===== config.mk =====
export PLATFORM = sky130hd
export DESIGN_NAME = lpf_top
export DESIGN_NICKNAME = d
export VERILOG_FILES = /design/src/core/lpf_pkg.sv /design/src/core/lpf_fifo.sv /design/src/core/lpf_top.sv
export SDC_FILE = /design/constraint.sdc
export NUM_CORES = 1
export LEC_CHECK = 0
export ABC_AREA = 1
export BUFFER_PORTS_ARGS = -buffer_cell sky130_fd_sc_hd__buf_2
export CAP_MARGIN = 15
export CORE_ASPECT_RATIO = 1.4
export CORE_MARGIN = 1
export CORE_UTILIZATION = 57
export DETAILED_ROUTE_END_ITERATION = 16
export GPL_TIMING_DRIVEN = 0
export HOLD_SLACK_MARGIN = 0.02
export PLACE_DENSITY = 0.73
export SYNTH_ARGS = -nofsm -noshare
export SYNTH_HDL_FRONTEND = slang
export SYNTH_SLANG_ARGS = --single-unit

===== constraint.sdc =====
create_clock -name sys_clk_i -period 3.9 [get_ports sys_clk_i]
set_input_delay 0.78 -clock sys_clk_i [delete_from_list [all_inputs] [get_ports sys_clk_i]]
set_output_delay 0.78 -clock sys_clk_i [all_outputs]
set_load 0.05 [all_outputs]

===== src/core/lpf_pkg.sv =====
// Package for the LCD pixel output formatter: register map, format codes,
// timing defaults and carrier structs.
// Assumes one clock domain and a single AHB-Lite master.
`default_nettype none
package lpf_pkg;
  // ==========================================================
  // Register map
  localparam logic [15:0] LPF_FMT_ADDR   = 16'h1104;
  localparam logic [15:0] LPF_HTIM_ADDR  = 16'h1110;
  localparam logic [15:0] LPF_VTIM_ADDR  = 16'h1114;
  localparam logic [15:0] LPF_HPOR_ADDR  = 16'h1118;
  localparam logic [15:0] LPF_VPOR_ADDR  = 16'h111C;
  localparam logic [15:0] LPF_CTRL_ADDR  = 16'h1120;
  localparam logic [15:0] LPF_STAT_ADDR  = 16'h1124;
  localparam logic [15:0] LPF_FMT_RST    = 16'h0000;
  // Format field layout: [4:0] packing code, [8] RGB timing interface
  localparam int          LPF_FMT_RGB_BIT = 8;
  // ==========================================================
  // Packing codes
  localparam logic [4:0] LPF_P6_666    = 5'h00;
  localparam logic [4:0] LPF_P8_332    = 5'h01;
  localparam logic [4:0] LPF_P8_444_XR = 5'h02;
  localparam logic [4:0] LPF_P8_444_RX = 5'h03;
  localparam logic [4:0] LPF_P8_444_BX = 5'h04;
  localparam logic [4:0] LPF_P8_444_XB = 5'h05;
  localparam logic [4:0] LPF_P8_444_PK = 5'h06;
  localparam logic [4:0] LPF_P8_565    = 5'h07;
  localparam logic [4:0] LPF_P8_666_LO = 5'h08;
  localparam logic [4:0] LPF_P8_666_HI = 5'h09;
  localparam logic [4:0] LPF_P9_666    = 5'h0A;
  localparam logic [4:0] LPF_P16_565   = 5'h0B;
  localparam logic [4:0] LPF_P16_332   = 5'h0C;
  localparam logic [4:0] LPF_P16_444_LO = 5'h0D;
  localparam logic [4:0] LPF_P16_444_HI = 5'h0E;
  localparam logic [4:0] LPF_P18_666   = 5'h0F;
  // ==========================================================
  // Timing limits and defaults
  localparam logic [9:0] LPF_MAX_W  = 10'd640;
  localparam logic [9:0] LPF_MAX_H  = 10'd480;
  localparam logic [9:0] LPF_DEF_W  = 10'd640;
  localparam logic [9:0] LPF_DEF_H  = 10'd480;
  localparam logic [7:0] LPF_DEF_POR = 8'h04;
  localparam int         LPF_FIFO_DEPTH = 32;
  localparam int         LPF_FIFO_W     = 18;
  // ==========================================================
  // Carriers
  typedef struct packed {
    logic [5:0] red;
    logic [5:0] green;
    logic [5:0] blue;
  } lpf_pix_s;
  typedef struct packed {
    logic        de;
    logic        hsync;
    logic        vsync;
    logic        wr;
    logic [17:0] data;
  } lpf_lcd_s;
endpackage : lpf_pkg
`default_nettype wire


===== src/core/lpf_fifo.sv =====
// Pixel FIFO, flip-flop storage, valid/ready on both sides.
// Assumes one clock and synchronous active-low reset.
`default_nettype none
module lpf_fifo #(
  parameter int W     = 18,
  parameter int DEPTH = 32
) (
  input  wire logic         sys_clk_i,
  input  wire logic         resetn_i,
  input  wire logic         in_valid_i,
  output logic              in_ready_o,
  input  wire logic [W-1:0] in_data_i,
  output logic              out_valid_o,
  input  wire logic         out_ready_i,
  output logic [W-1:0]      out_data_o
);
  localparam int AW = $clog2(DEPTH);
  logic [W-1:0] mem_r [DEPTH];
  logic [AW-1:0] wp_r;
  logic [AW-1:0] rp_r;
  logic [AW:0]   cnt_r;
  logic          push;
  logic          pop;
  assign in_ready_o  = (cnt_r != (AW+1)'(DEPTH));
  assign out_valid_o = (cnt_r != '0);
  assign out_data_o  = mem_r[rp_r];
  assign push = in_valid_i && in_ready_o;
  assign pop  = out_valid_o && out_ready_i;
  always_ff @(posedge sys_clk_i) begin
    if (push) begin
      mem_r[wp_r] <= in_data_i;
    end
  end
  always_ff @(posedge sys_clk_i) begin
    if (!resetn_i) begin
      wp_r  <= '0;
      rp_r  <= '0;
      cnt_r <= '0;
    end else begin
      if (push) wp_r <= AW'((wp_r + 1'b1) % DEPTH);
      if (pop)  rp_r <= AW'((rp_r + 1'b1) % DEPTH);
      cnt_r <= cnt_r + (AW+1)'(push) - (AW+1)'(pop);
    end
  end
endmodule : lpf_fifo
`default_nettype wire


===== src/core/lpf_top.sv =====
// LCD pixel output formatter: AHB-Lite registers, timing generator, packer.
// Assumes pixels arrive from the frame fetch on the same clock.
//
// Added by the designer: the AHB-Lite interface to the registers.
`default_nettype none
module lpf_top #(
  parameter int FIFO_DEPTH = lpf_pkg::LPF_FIFO_DEPTH
) (
  input  wire logic              sys_clk_i,
  input  wire logic              resetn_i,
  input  wire logic              hsel_i,
  input  wire logic [31:0]       haddr_i,
  input  wire logic [1:0]        htrans_i,
  input  wire logic              hwrite_i,
  input  wire logic [2:0]        hsize_i,
  input  wire logic [31:0]       hwdata_i,
  input  wire logic              hready_i,
  output logic                   hreadyout_o,
  output logic                   hresp_o,
  output logic [31:0]            hrdata_o,
  input  wire logic              pix_valid_i,
  output logic                   pix_ready_o,
  input  wire lpf_pkg::lpf_pix_s pix_i,
  output lpf_pkg::lpf_lcd_s      lcd_o
);
  import lpf_pkg::*;

  typedef enum logic [3:0] {
    LPF_ST_ACT = 4'b0001,
    LPF_ST_FP  = 4'b0010,
    LPF_ST_RT  = 4'b0100,
    LPF_ST_BP  = 4'b1000
  } lpf_tst_e;

  // ==========================================================
  // Register bus
  logic [15:0] fmt_r;
  logic [9:0]  hact_r, vact_r;
  logic [7:0]  hfp_r, hbp_r, hrt_r, vfp_r, vbp_r, vrt_r;
  logic        en_r;
  logic        wph_r;
  logic [15:0] wad_r;
  logic        rgb_if;
  logic [4:0]  pk;
  logic [9:0]  vcnt_r;
  logic [31:0] rdat;

  assign hreadyout_o = 1'b1;
  assign hresp_o     = 1'b0;
  assign rgb_if = fmt_r[LPF_FMT_RGB_BIT];
  assign pk     = fmt_r[4:0];

  function automatic logic [9:0] lpf_clip(input logic [31:0] v,
                                          input logic [9:0] lim);
    lpf_clip = (v[9:0] > lim || v[9:0] == 10'd0) ? lim : v[9:0];
  endfunction : lpf_clip

  always_ff @(posedge sys_clk_i) begin
    if (!resetn_i) begin
      wph_r <= 1'b0;
      wad_r <= 16'h0000;
    end else if (hready_i) begin
      wph_r <= hsel_i && htrans_i[1] && hwrite_i;
      wad_r <= haddr_i[15:0];
    end
  end

  always_ff @(posedge sys_clk_i) begin
    if (!resetn_i) begin
      fmt_r  <= LPF_FMT_RST;
      hact_r <= LPF_DEF_W;
      vact_r <= LPF_DEF_H;
      {hfp_r, hbp_r, hrt_r} <= {3{LPF_DEF_POR}};
      {vfp_r, vbp_r, vrt_r} <= {3{LPF_DEF_POR}};
      en_r   <= 1'b0;
    end else if (wph_r) begin
      if (wad_r == LPF_FMT_ADDR) begin
        fmt_r <= hwdata_i[15:0];
      end else if (wad_r == LPF_HTIM_ADDR) begin
        hact_r <= lpf_clip(hwdata_i, LPF_MAX_W);
        hrt_r  <= hwdata_i[23:16];
      end else if (wad_r == LPF_VTIM_ADDR) begin
        vact_r <= lpf_clip(hwdata_i, LPF_MAX_H);
        vrt_r  <= hwdata_i[23:16];
      end else if (wad_r == LPF_HPOR_ADDR) begin
        {hbp_r, hfp_r} <= hwdata_i[15:0];
      end else if (wad_r == LPF_VPOR_ADDR) begin
        {vbp_r, vfp_r} <= hwdata_i[15:0];
      end else if (wad_r == LPF_CTRL_ADDR) begin
        en_r <= hwdata_i[0];
      end
    end
  end

  always_comb begin
    if (haddr_i[15:0] == LPF_FMT_ADDR) begin
      rdat = {16'h0000, fmt_r};
    end else if (haddr_i[15:0] == LPF_HTIM_ADDR) begin
      rdat = {8'h00, hrt_r, 6'h00, hact_r};
    end else if (haddr_i[15:0] == LPF_VTIM_ADDR) begin
      rdat = {8'h00, vrt_r, 6'h00, vact_r};
    end else if (haddr_i[15:0] == LPF_HPOR_ADDR) begin
      rdat = {16'h0000, hbp_r, hfp_r};
    end else if (haddr_i[15:0] == LPF_VPOR_ADDR) begin
      rdat = {16'h0000, vbp_r, vfp_r};
    end else if (haddr_i[15:0] == LPF_CTRL_ADDR) begin
      rdat = {31'h0, en_r};
    end else if (haddr_i[15:0] == LPF_STAT_ADDR) begin
      rdat = {22'h0, vcnt_r};
    end else begin
      rdat = 32'h0000_0000;
    end
  end

  always_ff @(posedge sys_clk_i) begin
    if (!resetn_i) begin
      hrdata_o <= 32'h0000_0000;
    end else if (hready_i && hsel_i && htrans_i[1] && !hwrite_i) begin
      hrdata_o <= rdat;
    end
  end

  // ==========================================================
  // Pixel FIFO
  logic       f_valid, f_ready;
  logic [17:0] f_data;
  lpf_pix_s   cur, prv_r;

  lpf_fifo #(.W(LPF_FIFO_W), .DEPTH(FIFO_DEPTH)) u_fifo (
    .sys_clk_i  (sys_clk_i),
    .resetn_i   (resetn_i),
    .in_valid_i (pix_valid_i),
    .in_ready_o (pix_ready_o),
    .in_data_i  (pix_i),
    .out_valid_o(f_valid),
    .out_ready_i(f_ready),
    .out_data_o (f_data)
  );
  assign cur = lpf_pix_s'(f_data);

  // ==========================================================
  // Timing generator; refresh rate follows the clock rate
  lpf_tst_e hst_r, vst_r;
  logic [9:0] hcnt_r;
  logic       hend, line_end;
  logic       active;

  function automatic logic [9:0] lpf_len(input lpf_tst_e s,
                                         input logic [9:0] a,
                                         input logic [7:0] f,
                                         input logic [7:0] r,
                                         input logic [7:0] b);
    case (s)
      LPF_ST_ACT: lpf_len = a;
      LPF_ST_FP:  lpf_len = {2'b00, f};
      LPF_ST_RT:  lpf_len = {2'b00, r};
      default:    lpf_len = {2'b00, b};
    endcase
  endfunction : lpf_len

  function automatic lpf_tst_e lpf_next(input lpf_tst_e s);
    case (s)
      LPF_ST_ACT: lpf_next = LPF_ST_FP;
      LPF_ST_FP:  lpf_next = LPF_ST_RT;
      LPF_ST_RT:  lpf_next = LPF_ST_BP;
      default:    lpf_next = LPF_ST_ACT;
    endcase
  endfunction : lpf_next

  // Phase counter advances only when a beat is sent
  logic [1:0] ph_r;
  logic [1:0] ph_last;
  logic       beat;

  // Free-running raster in RGB mode; CPU mode writes only as pixels come
  assign active = (hst_r == LPF_ST_ACT) && (vst_r == LPF_ST_ACT);
  assign beat   = en_r && (rgb_if ? active : f_valid);
  assign hend   = (hcnt_r + 10'd1 >= lpf_len(hst_r, hact_r, hfp_r,
                                             hrt_r, hbp_r));
  assign line_end = hend && hst_r == LPF_ST_BP;

  always_ff @(posedge sys_clk_i) begin
    if (!resetn_i || !en_r || !rgb_if) begin
      hst_r  <= LPF_ST_ACT;
      hcnt_r <= 10'd0;
    end else if (!active || ph_r == ph_last) begin
      hcnt_r <= hend ? 10'd0 : hcnt_r + 10'd1;
      if (hend) hst_r <= lpf_next(hst_r);
    end
  end

  always_ff @(posedge sys_clk_i) begin
    if (!resetn_i || !en_r || !rgb_if) begin
      vst_r  <= LPF_ST_ACT;
      vcnt_r <= 10'd0;
    end else if (line_end) begin
      if (vcnt_r + 10'd1 >= lpf_len(vst_r, vact_r, vfp_r, vrt_r, vbp_r)) begin
        vcnt_r <= 10'd0;
        vst_r  <= lpf_next(vst_r);
      end else begin
        vcnt_r <= vcnt_r + 10'd1;
      end
    end
  end

  // ==========================================================
  // Packer
  always_comb begin
    case (pk)
      LPF_P6_666, LPF_P8_666_LO, LPF_P8_666_HI,
      LPF_P8_444_PK:                        ph_last = 2'd2;
      LPF_P8_444_XR, LPF_P8_444_RX, LPF_P8_444_BX, LPF_P8_444_XB,
      LPF_P8_565, LPF_P9_666, LPF_P16_332:  ph_last = 2'd1;
      default:                              ph_last = 2'd0;
    endcase
  end

  // Pop on the last beat of each pixel; packed modes pop mid-group too
  logic pop_mid;
  assign pop_mid = (pk == LPF_P16_332 && ph_r == 2'd0) ||
                   (pk == LPF_P8_444_PK && ph_r == 2'd0);
  assign f_ready = beat && (ph_r == ph_last || pop_mid);

  always_ff @(posedge sys_clk_i) begin
    if (!resetn_i || !en_r) begin
      ph_r  <= 2'd0;
      prv_r <= '0;
    end else if (beat) begin
      ph_r <= (ph_r == ph_last) ? 2'd0 : ph_r + 2'd1;
      if (pop_mid) prv_r <= cur;
    end
  end

  // Components of a pixel, truncated to panel depth from the top
  logic [17:0] d;
  always_comb begin
    d = 18'h0;
    case (pk)
      LPF_P6_666: begin
        d[5:0] = ph_r == 2'd0 ? cur.red :
                 ph_r == 2'd1 ? cur.green : cur.blue;
      end
      LPF_P8_332: d[7:0] = {cur.red[5:3], cur.green[5:3],
                            cur.blue[5:4]};
      LPF_P8_444_XR: d[7:0] = ph_r == 2'd0 ? {4'h0, cur.red[5:2]} :
                              {cur.green[5:2], cur.blue[5:2]};
      LPF_P8_444_RX: d[7:0] = ph_r == 2'd0 ? {cur.red[5:2], 4'h0} :
                              {cur.green[5:2], cur.blue[5:2]};
      LPF_P8_444_BX: d[7:0] = ph_r == 2'd0 ?
                              {cur.red[5:2], cur.green[5:2]} :
                              {cur.blue[5:2], 4'h0};
      LPF_P8_444_XB: d[7:0] = ph_r == 2'd0 ?
                              {cur.red[5:2], cur.green[5:2]} :
                              {4'h0, cur.blue[5:2]};
      LPF_P8_444_PK: begin
        d[7:0] = ph_r == 2'd0 ? {cur.red[5:2], cur.green[5:2]} :
                 ph_r == 2'd1 ? {prv_r.blue[5:2], cur.red[5:2]} :
                                {cur.green[5:2], cur.blue[5:2]};
      end
      LPF_P8_565: d[7:0] = ph_r == 2'd0 ?
                           {cur.red[5:1], cur.green[5:3]} :
                           {cur.green[2:0], cur.blue[5:1]};
      LPF_P8_666_LO: d[5:0] = ph_r == 2'd0 ? cur.red :
                     ph_r == 2'd1 ? cur.green : cur.blue;
      LPF_P8_666_HI: d[7:2] = ph_r == 2'd0 ? cur.red :
                     ph_r == 2'd1 ? cur.green : cur.blue;
      LPF_P9_666: d[8:0] = ph_r == 2'd0 ? {cur.red, cur.green[5:3]} :
                           {cur.green[2:0], cur.blue};
      LPF_P16_565: d[15:0] = {cur.red[5:1], cur.green,
                              cur.blue[5:1]};
      LPF_P16_332: d[15:0] = {prv_r.red[5:3], prv_r.green[5:3],
                              prv_r.blue[5:4], cur.red[5:3],
                              cur.green[5:3], cur.blue[5:4]};
      LPF_P16_444_LO: d[11:0] = {cur.red[5:2], cur.green[5:2],
                                 cur.blue[5:2]};
      LPF_P16_444_HI: d[15:4] = {cur.red[5:2], cur.green[5:2],
                                 cur.blue[5:2]};
      default: d = {cur.red, cur.green, cur.blue};
    endcase
  end

  // 16-bit 332 only emits on the beat holding both pixels
  logic emit;
  assign emit = beat && !(pk == LPF_P16_332 && ph_r == 2'd0);

  always_ff @(posedge sys_clk_i) begin
    if (!resetn_i) begin
      lcd_o <= '0;
    end else begin
      lcd_o.de    <= rgb_if && beat;
      lcd_o.wr    <= !rgb_if && emit;
      lcd_o.hsync <= rgb_if && en_r && hst_r == LPF_ST_RT;
      lcd_o.vsync <= rgb_if && en_r && vst_r == LPF_ST_RT;
      lcd_o.data  <= emit ? d : 18'h0;
    end
  end
endmodule : lpf_top
`default_nettype wire


==> flow_summary.yaml, run 1 <==
outcome:
  status: "finished, final reports clean"
job:
  drv_cap: 0
floorplan:
  die_h_um: 294
  die_w_um: 210
  start_util: 0.578
  ioPinCount: 150
  rows: 106
  coreArea_mm2: 0.0598
  die_area_mm2: 0.0617
clock_tree:
  clockBufferDepth: 3
  cts-root-buf: "clkbuf_16"
  cts_num_sinks: 787
  htreeDepth: 3
  clk_latency_ns: 0.63
  path_clk_slew_ns: 0.06
  cts_buffers: 74
  cts_tree: "yes"
  cts_hold_buf: 0
route:
  drtAntennaViolNets: 0
  first_iter_violations: 3312
  wl_per_cell_um: 24.8
  firstDrtPassIters: 8
  wirelength_um: 116000
  vias_per_cell: 6.08
  vias: 28400
  route.detailed.drc: 0
global_routing:
  grt_pass1_vias: 27300
  grt_pass1_wl_um: 169000
  grt_start_max_net_pins: 33
  overflow: 0
  grt_use_total: 0.376
  antenna_found_initial: 0
min_path:
  whs_path_depth: 3
  hold_path_startpoint: "hwdata_i[18]"
  min_path_type: "input port to flip-flop"
  worst_hold_path.endpoint: "hrt_r[2]"
critical_path:
  crit_path_end_kind: "flip-flop"
  worst_ep_arrival_time_ns: 4.16
  crit_type: "flip-flop to flip-flop"
  timing.critical_path.buf_inv: 4
  reg2reg_slack_ns: 0.26
  cp.required_ns: 4.42
  path_delay_family: "simple AND/OR/NAND/NOR gates"
  rr_worst_depth: 12
  crit_top_cell: "nand2_1"
  critPathMaxFanout: 10
  crit_path_cell_trace: "buf_2 -> clkinv_1 -> clkbuf_1 -> nand3_1 -> nand2_1 -> o21ai_0 -> nor2_1 -> nand2_1 -> nor2_1 -> nand3_1 -> nand2_1 -> inv_1"
  start_kind: "flip-flop"
  cp_slowest_cell: "clkbuf_1"
  slowest_delay_ns: 0.75
  reg2reg_to: "lcd_o[6]"
sta:
  post-route-period-util: 0.933
  fmax_mhz: 275
  min_period_ns: 3.64
  slew_headroom: 0.260
  whs_ns: 0.397
  setup_viol: 0
  hold_viol_final: 0
  slew_violations: 0
  finClkSkew_ns: 0.0213
  rsz0062_at_grt: "false"
  worst_slew_pin_slew_ns: 1.10
placed_design:
  gp_congestion: 1.05
  port_buffers: 109
  dp_hpwl_um: 78900
final_layout:
  fillers: 4753
  syn_to_final_growth_pct: 13.7
  layout_common_cells: "1041 x nand2_1, 576 x edfxtp_1, 554 x nand3_1, 215 x nor2_1, 211 x dfxtp_1"
  final_common_cell: "nand2_1"
  drive_gt1_frac: 0.112
  final_net_count: 3942
synth:
  netlist_instances: 3595
  yosys_warnings: 0
  synth_seq_cells: 787
  syn_area_mm2: 0.0346
  synth_cell_types: 55
  yosysSeqAreaShare: 0.622
  synth_ff_type: "edfxtp_1"
  synth_edf_count: 576
  synthArstFlopShare: 0
  syn_avg_cell_area_um2: 9.62
power_and_ir_drop:
  power_mw: 17.6
  vdd_drop_max_mv: 0.421
  power_density_mw_per_mm2: 446
  p_leak_nw: 15.0
==> worst min-delay path, delay by kind of cell <==
family,cells,cell delay [ns]
buffers and inverters,1,0.10
AND/OR/NAND/NOR,2,0.10
==> final cells by class <==
class	count	area (um^2)	area share
sequential	787	21500	0.547
multi-input combinational	2415	11600	0.294
clock buffer	101	2060	0.0524
tap	810	1010	0.0258
timing repair buffer	131	996	0.0253
buffer	183	978	0.0249
inverter	218	833	0.0212
clock inverter	29	363	0.00923
antenna	3	7.51	0.000191
==> report_power, final <==
group	leakage [nW]	internal [mW]	switching, mW
registers	6.89	9.09	0.0393
logic	6.94	0.249	0.774
clock network	1.17	4.24	3.16
==> logic make-up (layout without fill, tap and decap cells) <==
| logic type | count (synthesis) | count (layout) | synth area share |
|---|---|---|---|
| simple gates | 1937 | 1937 | 0.239 |
| fa+ha+maj | 39 | 39 | 0.0143 |
| xor+xnor | 16 | 16 | 0.00405 |
| compound gates | 413 | 413 | 0.0680 |
| flops | 787 | 787 | 0.622 |
| other cells | 2 | 13 | 0.000217 |
| buf+inv | 401 | 662 | 0.0522 |
==> per-layer routing <==
metal	global-route usage	vias to the layer above	routed length, um
met4	0.289	0	9760
met5	0	-	0
met2	0.631	1773	55700
met3	0.0610	468	10600
met1	0.431	13400	40100
li1	-	12800	-
==> cell usage after synthesis (25+ instances only) <==
| library cell | number | area, um^2 |
|---|---|---|
| nor2_1 | 246 | 923 |
| a21oi_1 | 145 | 726 |
| clkbuf_1 | 46 | 173 |
| ha_1 | 38 | 475 |
| nand3_1 | 554 | 2770 |
| dfxtp_1 | 211 | 4220 |
| inv_1 | 199 | 747 |
| nand4_1 | 30 | 188 |
| o21ai_0 | 148 | 741 |
| nor3_1 | 25 | 125 |
| nand2_1 | 1042 | 3910 |
| buf_2 | 83 | 415 |
| a211oi_1 | 36 | 270 |
| edfxtp_1 | 576 | 17300 |
==> per-stage QoR <==
step / instances / setup WS [ns] / util / TNS [ns] / cell area, um^2
2_1_floorplan: 3603 / 0.702 / - / 0 / 34600
3_3_place_gp: 4522 / -1.35 / 0.605 / -74.53 / 36200
3_5_place_dp: 4541 / -0.404 / 0.616 / -4.12 / 36800
4_1_cts: 4672 / 0.0333 / 0.657 / 0 / 39300
5_1_grt: 4674 / 0.0114 / 0.657 / 0 / 39300
6_report: 4677 / 0.262 / 0.658 / 0 / 39300
==> what timing repair did <==
action / in CTS / in global routing
endpoints found under the hold margin: 0 / 0
setup buffers: 1 / 2
resized for setup: 3 / 7
pin swaps: 1 / 0
setup endpoints to repair: 16 / 15
==> state kept, by name (all words and copies together), names as in the netlist, 16 cells and up, named ones only <==
register,count
fmt_r,16
hrdata_o,24
lcd_o,22
u_fifo.mem_r,576
wad_r,16
==> worst max path at each step <==
stage	end	startpoint	cells after the start
finish	lcd_o[6]	flip-flop	12
CTS	u_fifo.cnt_r[4]	ph_r[0]	20
detailed placement	vcnt_r[9]	hst_r[1]	16
global route	vcnt_r[6]	hst_r[0]	16
global placement	u_fifo.mem_r[31][12]	pix_valid_i	5
floorplan	vcnt_r[1]	hst_r[1]	16
(Power assumes the default switching activity.)
==> run 2: changes to the inputs <==
--- a/config.mk
+++ b/config.mk
@@ -17,4 +17,5 @@
 export PLACE_DENSITY = 0.73
 export SYNTH_ARGS = -nofsm -noshare
 export SYNTH_HDL_FRONTEND = slang
+export SYNTH_HIERARCHICAL = 1
 export SYNTH_SLANG_ARGS = --single-unit
==> flow_summary.yaml, run 2 <==
critical_path:
  start_kind: "flip-flop"
  critPathMaxFanout: 10
  crit_type: "flip-flop to flip-flop"
  worst_ep_arrival_time_ns: 4.31
  cp.required_ns: 4.41
  crit_path_end_kind: "flip-flop"
synth:
  yosysSeqAreaShare: 0.618
  syn_area_mm2: 0.0348
  netlist_instances: 3615
  synth_cell_types: 60
  synth_seq_cells: 787
  synth_most_common_cell: "nand2_1"
  synth_ff_type: "edfxtp_1"
  synth_common_cells: "1142 x nand2_1, 576 x edfxtp_1, 495 x nand3_1, 230 x nor2_1, 211 x dfxtp_1"
  synth.largest_area_cell: "edfxtp_1"
  syn_avg_cell_area_um2: 9.63
  synthTopCellsByArea: "edfxtp_1 50%, nand2_1 12%, dfxtp_1 12%"
  synthArstFlopShare: 0
  yosys_warnings: 6
  netlist.area_leader.share: 0.497
  synth_edf_count: 576
placed_design:
  dpl_cell_area_mm2: 0.0369
  placed_cells: 4571
  post-place-ws_ns: -0.265
  dp_hpwl_um: 77500
  port_buffers: 111
  gp_congestion: 1.01
sta:
  setup_viol: 0
  fin_ws_ns: 0.109
  post-route-period-util: 0.972
  min_period_ns: 3.79
  slew_headroom: 0.312
  worst_slew_pin_slew_ns: 1.03
  whs_ns: 0.405
  fmax_mhz: 264
  slew_violations: 0
  hold_viol_final: 0
  finClkSkew_ns: 0.0261
  rsz0062_at_grt: "true"
final_layout:
  fin_area_mm2: 0.0396
  layout_common_cells: "1141 x nand2_1, 576 x edfxtp_1, 494 x nand3_1, 210 x dfxtp_1, 199 x nor2_1"
  final_net_count: 3972
  final_common_cell: "nand2_1"
  reg_top3: "u_fifo/mem_r (576), hrdata_o (24), lcd_o (22)"
  fillers: 4774
  syn_to_final_growth_pct: 13.8
  largest_reg_flops: 576
  regMostFlops: "u_fifo/mem_r"
  drive_gt1_frac: 0.124
  final_cells: 4713
min_path:
  min_path_type: "input port to flip-flop"
clock_tree:
  path_clk_slew_ns: 0.06
  cts_buffers: 76
  cts-root-buf: "clkbuf_16"
  htreeDepth: 3
  clk_latency_ns: 0.64
  clockBufferDepth: 3
  cts_tree: "yes"
  cts_num_sinks: 787
outcome:
  status: "finished, final reports clean"
floorplan:
  ioPinCount: 150
  die_w_um: 211
  rows: 106
  die_area_mm2: 0.0621
  die_h_um: 294
  start_util: 0.579
  coreArea_mm2: 0.0601
power_and_ir_drop:
  pwr-share-seq: 0.514
  power_density_mw_per_mm2: 449
  p_switching_mw: 3.98
  power_frac_clock: 0.431
  swShare: 0.224
  power_mw: 17.8
  power_frac_comb: 0.055
  p_leak_nw: 15.2
  p_int_mw: 13.8
  vdd_drop_max_mv: 0.435
job:
  drv_cap: 0
route:
  drtAntennaViolNets: 0
  wirelength_um: 108000
  vias_per_cell: 5.82
  route.detailed.drc: 0
  firstDrtPassIters: 6
  wl_per_cell_um: 22.8
  first_iter_violations: 2643
  vias: 27400
global_routing:
  grt_pass1_vias: 26400
  grt_use_total: 0.349
  grt_pass1_wl_um: 159000
  overflow: 0
  antenna_found_initial: 1
  grt_start_max_net_pins: 33
[run 2: routing by layer]
metal / GRT usage / up-vias / routed length (um)
met5: 0 / - / 9
met4: 0.242 / 2 / 7800
li1: - / 12800 / -
met2: 0.609 / 1266 / 54200
met3: 0.0458 / 338 / 7270
met1: 0.395 / 13000 / 38300
[run 2: final timing paths]
kind,from,end,slack [ns],cells after the start
hold reg to reg,hrdata_o[22],hrdata_o[22],0.46,2
setup reg to reg,flip-flop,lcd_o[3],0.11,17
setup / recovery,flip-flop,lcd_o[3],0.11,17
hold / removal,hwdata_i[18],hrt_r[2],0.40,3
[run 2: critical path, cell delays in order (launching register included)]
cell,delay [ns]
dfxtp_1,0.30
buf_2,0.27
inv_2,0.35
buf_1,0.57
nand3_1,0.16
nand2_1,0.12
nand2_1,0.07
nand2_1,0.12
nand2_1,0.11
nand2_1,0.24
inv_1,0.20
nand2_1,0.10
o21ai_0,0.07
o21ai_0,0.44
nand2_1,0.09
o21ai_0,0.11
nor3_1,0.08
a31oi_1,0.26
[run 2: timing repair]
item / in CTS / in global routing
hold buffers: 0 / 0
buffers inserted: 2 / 0
pin swaps: 2 / 0
endpoints found under the setup margin: 20 / 13
resized for setup: 5 / 13
[run 2: final cells by class]
type / count / area, um^2 / area share
Sequential cell: 787 / 21500 / 0.543
Timing Repair Buffer: 140 / 1030 / 0.0259
Clock inverter: 47 / 534 / 0.0135
Antenna cell: 1 / 2.50 / 0.0000632
Inverter: 195 / 743 / 0.0188
Tap cell: 810 / 1010 / 0.0256
Clock buffer: 93 / 2060 / 0.0520
Buffer: 182 / 1070 / 0.0271
Multi-Input combinational cell: 2458 / 11600 / 0.294
[run 2: power by group through the flow]
| stage | clock network, mW | logic (mW) | registers (mW) |
|---|---|---|---|
| after floorplan | 0 | 0.519 | 9.31 |
| after global routing | 8.04 | 1.05 | 9.14 |
| after detailed placement | 0 | 0.946 | 9.32 |
| after global placement | 0 | 0.902 | 9.32 |
| final | 7.66 | 0.975 | 9.13 |
| after CTS | 7.72 | 0.951 | 9.13 |
[run 2: logic make-up (layout without fill, tap and decap cells)]
group           count (synthesis)  in the layout  synth area share
compound gates                416            416            0.0678
flops                         787            787             0.618
simple gates                 1977           1977             0.244
other cells                     2             11          0.000216
buf+inv                       378            657            0.0520
xor+xnor                       16             16           0.00403
fa+ha+maj                      39             39            0.0142
[run 2: per-stage QoR]
step | setup TNS, ns | utilization
after detailed placement | -2.89 | 0.615
after global placement | -2.96 | 0.606
after floorplan | 0 | -
after global routing | -0.0827 | 0.659
final | 0 | 0.659
after CTS | 0 | 0.659
